<file path="config.mk">
export PLATFORM = sky130hd
export DESIGN_NAME = vcr_violation_counter_readback
export DESIGN_NICKNAME = d
export VERILOG_FILES = /design/src/pkg/vcr_pkg.sv /design/src/core/vcr_channel_counter.sv /design/src/core/vcr_violation_counter_readback.sv
export SDC_FILE = /design/constraint.sdc
export NUM_CORES = 1
export LEC_CHECK = 0
export BUFFER_PORTS_ARGS = -buffer_cell sky130_fd_sc_hd__buf_2
export CAP_MARGIN = 30
export CELL_PAD_IN_SITES_DETAIL_PLACEMENT = 1
export CELL_PAD_IN_SITES_GLOBAL_PLACEMENT = 1
export CORE_MARGIN = 2
export CORE_UTILIZATION = 35
export CTS_CLUSTER_SIZE = 8
export DETAILED_ROUTE_END_ITERATION = 7
export PLACE_DENSITY_LB_ADDON = 0.1
export SYNTH_ARGS = -nofsm -noshare
export SYNTH_HDL_FRONTEND = slang
export SYNTH_SLANG_ARGS = --single-unit
</file>
<file path="constraint.sdc">
create_clock -name sys_clk -period 3.4 [get_ports sys_clk]
set_input_delay 0.68 -clock sys_clk [delete_from_list [all_inputs] [get_ports sys_clk]]
set_output_delay 0.68 -clock sys_clk [all_outputs]
set_load 0.1 [all_outputs]
</file>
<file path="src/pkg/vcr_pkg.sv">
// package for the line code violation counter and readback block
package vcr_pkg;

  // ----------------------------------------------------------------
  // sizes
  // ----------------------------------------------------------------
  localparam int VCR_CHANNELS = 14;
  localparam int VCR_CNT_W = 16;
  localparam logic [VCR_CNT_W-1:0] VCR_CNT_MAX = 16'hFFFF;
  localparam logic [VCR_CNT_W-1:0] VCR_CNT_ZERO = 16'h0000;

  // ----------------------------------------------------------------
  // register map
  // ----------------------------------------------------------------
  localparam logic [7:0] VCR_OFS_CONTROL = 8'hE5;
  localparam logic [7:0] VCR_OFS_RESET_LATCH = 8'hE6;
  localparam logic [7:0] VCR_OFS_COUNT_BYTE = 8'hE8;
  localparam logic [7:0] VCR_CONTROL_RESET = 8'h00;
  localparam logic [7:0] VCR_RESET_LATCH_RESET = 8'h00;
  localparam logic [7:0] VCR_BYTE_ZERO = 8'h00;

  // ----------------------------------------------------------------
  // host timing: reset bits are held high this long by software
  // ----------------------------------------------------------------
  localparam int VCR_CLK_MHZ = 20;
  localparam int VCR_RESET_HOLD_NS = 1000;
  localparam int VCR_RESET_HOLD_CYC = (VCR_RESET_HOLD_NS * VCR_CLK_MHZ + 999) / 1000;

  // control register, bit 7 down to bit 0
  typedef struct packed {
    logic violation_or_overflow_select;
    logic counter_readback_enable;
    logic [1:0] reserved;
    logic [3:0] counter_channel_select;
  } vcr_control_type;

  // reset and latch register, bit 7 down to bit 0
  typedef struct packed {
    logic [2:0] reserved;
    logic reset_all_counters;
    logic latch_all_channels;
    logic byte_half_select;
    logic latch_one_channel;
    logic reset_one_counter;
  } vcr_reset_latch_type;

  // register write request from the microprocessor port
  typedef struct packed {
    logic wr;
    logic [7:0] addr;
    logic [7:0] wdata;
  } vcr_reg_req_type;

endpackage

</file>
<file path="src/core/vcr_channel_counter.sv">
// one saturating 16-bit line code violation counter
`timescale 1ns/100ps
`default_nettype none
module vcr_channel_counter
  import vcr_pkg::*;
(
  input wire logic sys_clk,
  input wire logic rst,
  input wire logic clear,
  input wire logic line_code_violation,
  output logic [VCR_CNT_W-1:0] count_q,
  output logic overflow
);

  // clear beats counting; at full scale the count sticks until cleared
  always_ff @(posedge sys_clk) begin
    if (rst || clear) begin
      count_q <= VCR_CNT_ZERO; // RULE_06
    end else if (line_code_violation && !overflow) begin
      count_q <= count_q + 16'h0001; // RULE_11
    end
  end

  // saturation doubles as the overflow condition
  assign overflow = (count_q == VCR_CNT_MAX); // RULE_01 RULE_02

endmodule // vcr_channel_counter
`default_nettype wire

</file>
<file path="src/core/vcr_violation_counter_readback.sv">
// violation counters with control, latch and byte-wise readback registers
// Functional notes
// RULE_01: every channel keeps a 16-bit counter; full scale raises that channel's overflow.
// RULE_02: a full counter stops at FFFFh until software resets it.
// RULE_03: monitor select picks violation activity (0) or overflow (1) for status.
// RULE_04: readback enable set exposes the selected count byte; clear reads zero.
// RULE_05: four-bit channel select picks the channel for reads and per-channel commands.
// RULE_06: global reset bit clears all counters to zero while it is set.
// RULE_07: software holds the global reset bit high one microsecond.
// RULE_08: latch bits copy all counters, or only the selected one, to holding registers.
// RULE_09: byte select picks low byte (0) or high byte (1) of held count.
// RULE_10: per-channel reset clears only the selected counter; software holds it one microsecond.
// RULE_11: counters add one per violation, never while saturated or reset.
`timescale 1ns/100ps
`default_nettype none
module vcr_violation_counter_readback
  import vcr_pkg::*;
(
  input wire logic sys_clk,
  input wire logic rst,
  input wire vcr_reg_req_type reg_req,
  input wire logic [VCR_CHANNELS-1:0] line_code_violation,
  output logic [7:0] reg_rdata_q,
  output logic [VCR_CHANNELS-1:0] monitor_status_q
);

  // ----------------------------------------------------------------
  // decode helpers
  // ----------------------------------------------------------------
  // channel codes 14 and 15 select nothing
  function automatic logic chan_valid(input logic [3:0] sel);
    chan_valid = (32'(sel) < VCR_CHANNELS);
  endfunction

  function automatic logic wr_hit(input vcr_reg_req_type req, input logic [7:0] ofs);
    wr_hit = req.wr && (req.addr == ofs);
  endfunction

  vcr_control_type control_q;
  vcr_reset_latch_type reset_latch_q;
  logic [VCR_CHANNELS-1:0][VCR_CNT_W-1:0] count_w;
  logic [VCR_CHANNELS-1:0][VCR_CNT_W-1:0] hold_q;
  logic [VCR_CHANNELS-1:0] overflow_w;
  logic [VCR_CHANNELS-1:0] clear_w;
  logic [VCR_CNT_W-1:0] sel_hold_w;
  logic [7:0] count_byte_w;
  logic sel_ok_w;

  // ----------------------------------------------------------------
  // software registers
  // ----------------------------------------------------------------
  // reserved bits are stored and read back as written
  always_ff @(posedge sys_clk) begin
    if (rst) begin
      control_q <= vcr_control_type'(VCR_CONTROL_RESET);
    end else if (wr_hit(reg_req, VCR_OFS_CONTROL)) begin
      control_q <= vcr_control_type'(reg_req.wdata);
    end
  end

  // reset and latch bits are levels: they act for as long as software leaves them set
  always_ff @(posedge sys_clk) begin
    if (rst) begin
      reset_latch_q <= vcr_reset_latch_type'(VCR_RESET_LATCH_RESET);
    end else if (wr_hit(reg_req, VCR_OFS_RESET_LATCH)) begin
      reset_latch_q <= vcr_reset_latch_type'(reg_req.wdata);
    end
  end

  assign sel_ok_w = chan_valid(control_q.counter_channel_select); // RULE_05

  // ----------------------------------------------------------------
  // counters and holding registers
  // ----------------------------------------------------------------
  genvar gi;
  generate
    for (gi = 0; gi < VCR_CHANNELS; gi++) begin : g_chan
      // global reset or a per-channel reset aimed at this channel
      assign clear_w[gi] = reset_latch_q.reset_all_counters || // RULE_06
        (reset_latch_q.reset_one_counter && sel_ok_w &&
         control_q.counter_channel_select == 4'(gi)); // RULE_10

      vcr_channel_counter u_counter (
        .sys_clk(sys_clk),
        .rst(rst),
        .clear(clear_w[gi]),
        .line_code_violation(line_code_violation[gi]),
        .count_q(count_w[gi]),
        .overflow(overflow_w[gi])
      );

      // holding copy tracks the counter while a latch bit covers this channel
      always_ff @(posedge sys_clk) begin
        if (rst) begin
          hold_q[gi] <= VCR_CNT_ZERO;
        end else if (reset_latch_q.latch_all_channels ||
                     (reset_latch_q.latch_one_channel && sel_ok_w &&
                      control_q.counter_channel_select == 4'(gi))) begin
          hold_q[gi] <= count_w[gi]; // RULE_08
        end
      end
    end
  endgenerate

  // ----------------------------------------------------------------
  // readback path
  // ----------------------------------------------------------------
  // reads come from the held copy, so a multi-byte read is not torn by counting
  always_comb begin
    sel_hold_w = VCR_CNT_ZERO;
    if (sel_ok_w) begin
      sel_hold_w = hold_q[control_q.counter_channel_select];
    end
    count_byte_w = VCR_BYTE_ZERO;
    if (control_q.counter_readback_enable && sel_ok_w) begin // RULE_04
      count_byte_w = reset_latch_q.byte_half_select ? sel_hold_w[15:8] : sel_hold_w[7:0]; // RULE_09
    end
  end

  // read data follows the address one cycle later; unmapped offsets read zero
  always_ff @(posedge sys_clk) begin
    if (rst) begin
      reg_rdata_q <= VCR_BYTE_ZERO;
    end else begin
      case (reg_req.addr)
        VCR_OFS_CONTROL: reg_rdata_q <= control_q;
        VCR_OFS_RESET_LATCH: reg_rdata_q <= reset_latch_q;
        VCR_OFS_COUNT_BYTE: reg_rdata_q <= count_byte_w; // RULE_04
        default: reg_rdata_q <= VCR_BYTE_ZERO;
      endcase
    end
  end

  // ----------------------------------------------------------------
  // per-channel status bit
  // ----------------------------------------------------------------
  // activity mode shows the violation of the previous cycle only
  always_ff @(posedge sys_clk) begin
    if (rst) begin
      monitor_status_q <= '0;
    end else if (control_q.violation_or_overflow_select) begin
      monitor_status_q <= overflow_w; // RULE_03 RULE_01
    end else begin
      monitor_status_q <= line_code_violation; // RULE_03
    end
  end

  generate
    for (gi = 0; gi < VCR_CHANNELS; gi++) begin : g_chk

    end
  endgenerate
endmodule // vcr_violation_counter_readback
`default_nettype wire

</file>
==> impl_metrics.yaml <==
run_status:
  status: "finished, final reports clean"
clocking:
  cts_setup_buffers: 0
  ctsHoldBuffers: 0
  cts-resized-gates: 0
  clock_tree.root_cell: "clkbuf_16"
  numCtsBuffers: 70
  cts_buffer_depth: 3
  clk_pin_slew_worst_paths_ns: 0.06
  worst_skew_pair_latency_ns: 0.61
  clkSinkCount: 486
  ctsHtreeMaxLevel: 3
  tritoncts: "built"
global_routing:
  antenna_violations_before_repair: 3
  grt_max_degree: 151
  grt_overflow: 0
  grt.total_usage: 0.211
  grt_pass1_vias: 19100
  grt_pass1_wl_um: 111000
critical_path:
  largest_fanout_on_the_critical_path: 45
  cpPeakStageDelay_ns: 0.86
  cp_slowest_cell: "dfxtp_4"
  timing.critical_path.from_type: "flip-flop"
  r2r_setup_slack_ns: 0.80
  worstPathRequired_ns: 3.85
  r2r_cells: 4
  path_class: "reg -> reg"
  r2r-end: "reg_rdata_q[3]"
  worst-endpoint-arrival_ns: 3.06
  reg2reg_start: "control_q[1]"
  cp-end-kind: "flip-flop"
  cp_cell_sequence: "mux4_2, mux2i_1, o21ai_0, a31o_1"
die:
  dieWidth_um: 256
  floorplan.initialDensity: 0.353
  design.die.area_um2: 65400
  io_pins: 55
  std_cell_rows: 92
  floorplan.core_area_um2: 62900
  die_height_um: 256
logic_synthesis:
  yosysWarningCount: 0
  avgSynthCellArea_um2: 8.55
  synthDominantAreaCellType: "dfxtp_1"
  synth.ff_latch_count: 486
  async_reset_ff_frac: 0
  synthesis.area_um2: 22200
  yosysMostFrequentCell: "nand2_1"
  synth_area_leaders: "dfxtp_1 44%, nand2_1 8.5%, a21oi_1 6.4%"
  synth_enable_flop_cells: 0
  synth_cell_type_count: 75
  post_synth_most_frequent_cells: "503 x nand2_1, 486 x dfxtp_1, 284 x a21oi_1"
  synth.top_cell.area_share: 0.439
  synth_flop_cell: "dfxtp_1"
  synth_sequential_area_ratio: 0.439
  synth.net_count: 2643
  syn_inst: 2596
layout:
  count_of_inserted_antenna_diode_cells: 0
  nFillCells: 7406
  final_layout_size_suffix_gt1_frac: 0.116
  multiInputGateArea_um2: 11700
  seqCellArea_um2: 9740
  nets_final: 2670
  finish.utilization: 0.399
  synthToLayoutAreaGrowth_pct: 13.1
placed_design:
  detailedPlacementHpwl_um: 50700
  buffer_ports.inserted: 54
  gp_congestion: 0.841
sta:
  hold_viol_final: 0
  rsz0062_at_grt: "false"
  actual_transition_at_the_worst_max_transition_pin_ns: 0.845
  timing.clock.skew_ns: 0.0313
  finalSetupTns_ns: 0
  post-route-min-period_ns: 2.60
  timing.slew.headroom: 0.433
  report.final.setup_viol: 0
  timing.final.max_slew_violations: 0
  min_period_over_period: 0.766
  clock.fmax_mhz: 384
power:
  power.share.sequential: 0.465
  worst_vdd_drop_mv: 0.307
  netSwitchingPower_mw: 2.88
  sw_frac_of_total: 0.230
  combinationalPowerShare: 0.031
  power_leakage_nw: 8.32
  internal_power_mw: 9.62
  clockPowerShare: 0.505
  cell_pwr_density_nw_per_um2: 498
detailed_routing:
  drt_iter0_drc: 1000
  wl_per_cell_um: 20.0
  post-route-drc-count: 0
  drt_pre_antenna_iters: 6
  route.vias.total: 18700
  routed_wirelength_um: 69400
  viasPerCell: 5.39
  number_of_nets_with_antenna_violations_after_detailed_routing: 0
min_path:
  min_path_type: "in -> reg"
  timing.hold.worst.start: "reg_req[0]"
  timing.hold.worst_endpoint: "reset_latch_q[0]"
  worst_hold_path.num_cells: 3
flow_run:
  drv_cap: 0
## stage by stage
step           power [mW]  hold slack, ns  setup slack [ns]  instance area [um^2]  std cells
2_1_floorplan        6.16           0.429              1.41                 22200       2596
3_3_place_gp         6.30           0.435             0.793                 23200       3396
3_5_place_dp         6.31           0.446             0.832                 23200       3397
4_1_cts              12.7           0.304             0.818                 25100       3477
5_1_grt              12.9           0.324             0.564                 25100       3477
6_report             12.5           0.335             0.795                 25100       3477
## state kept, by name, indices dropped and copies added (netlist names)
name	cells
g_chan.u_counter.count_q	224
hold_q	224
monitor_status_q	14
control_q	8
reg_rdata_q	8
reset_latch_q	8
## logic make-up after synthesis
group | share of synthesized area
buf+inv | 0.0344
simple gates | 0.238
xor+xnor | 0.0616
flops | 0.439
mux | 0.0810
fa+ha+maj | 0.00790
compound gates | 0.138
## worst max-delay path, delay by kind of cell, from the launching register on
family         cells  cell delay, ns
AO/OA/AOI/OAI      2            0.45
flip-flops         1            0.86
multiplexers       2            1.13
## how the worst max path moves through the flow
stage | from | to | slack [ns] | cells after the start
2_1_floorplan | reg_req[11] | reset_latch_q[1] | 1.41 | 6
3_3_place_gp | control_q[1] | hold_q[25] | 0.79 | 4
3_5_place_dp | control_q[0] | hold_q[126] | 0.83 | 5
4_1_cts | control_q[0] | hold_q[200] | 0.82 | 5
5_1_grt | control_q[0] | hold_q[124] | 0.56 | 5
6_report | control_q[1] | reg_rdata_q[3] | 0.80 | 4
## power by group through the flow
stage                     Clock, mW  Sequential (mW)  Combinational, mW
final                          6.31             5.81              0.383
after global routing           6.72             5.81              0.423
after CTS                      6.49             5.81              0.390
after detailed placement          0             5.92              0.388
after global placement            0             5.92              0.379
after floorplan                   0             5.97              0.197
## placed cells by master (no fill, tap or decap), drive strengths merged, types with 33 or more instances in the layout
master / count
nand2: 504
dfxtp: 486
a21oi: 289
nor2: 265
nand3: 103
o21ai: 97
buf: 94
xor2: 92
clkbuf: 77
xnor2: 64
mux2i: 60
nand4: 49
mux4: 48
nor3: 48
inv: 33
## final cells by class
cell class / instances / share of cell area
multi-input combinational: 1941 / 0.467
inverter: 29 / 0.00434
timing repair buffer: 95 / 0.0239
tap: 846 / 0.0422
sequential: 486 / 0.388
clock buffer: 76 / 0.0733
clock inverter: 4 / 0.00140
## per-layer routing
metal  routed length (um)  GRT usage
met4                 2030     0.0651
met1                32500      0.280
met2                32100      0.345
met5                   26          0
met3                 2760     0.0432
(Power assumes the default switching activity.)
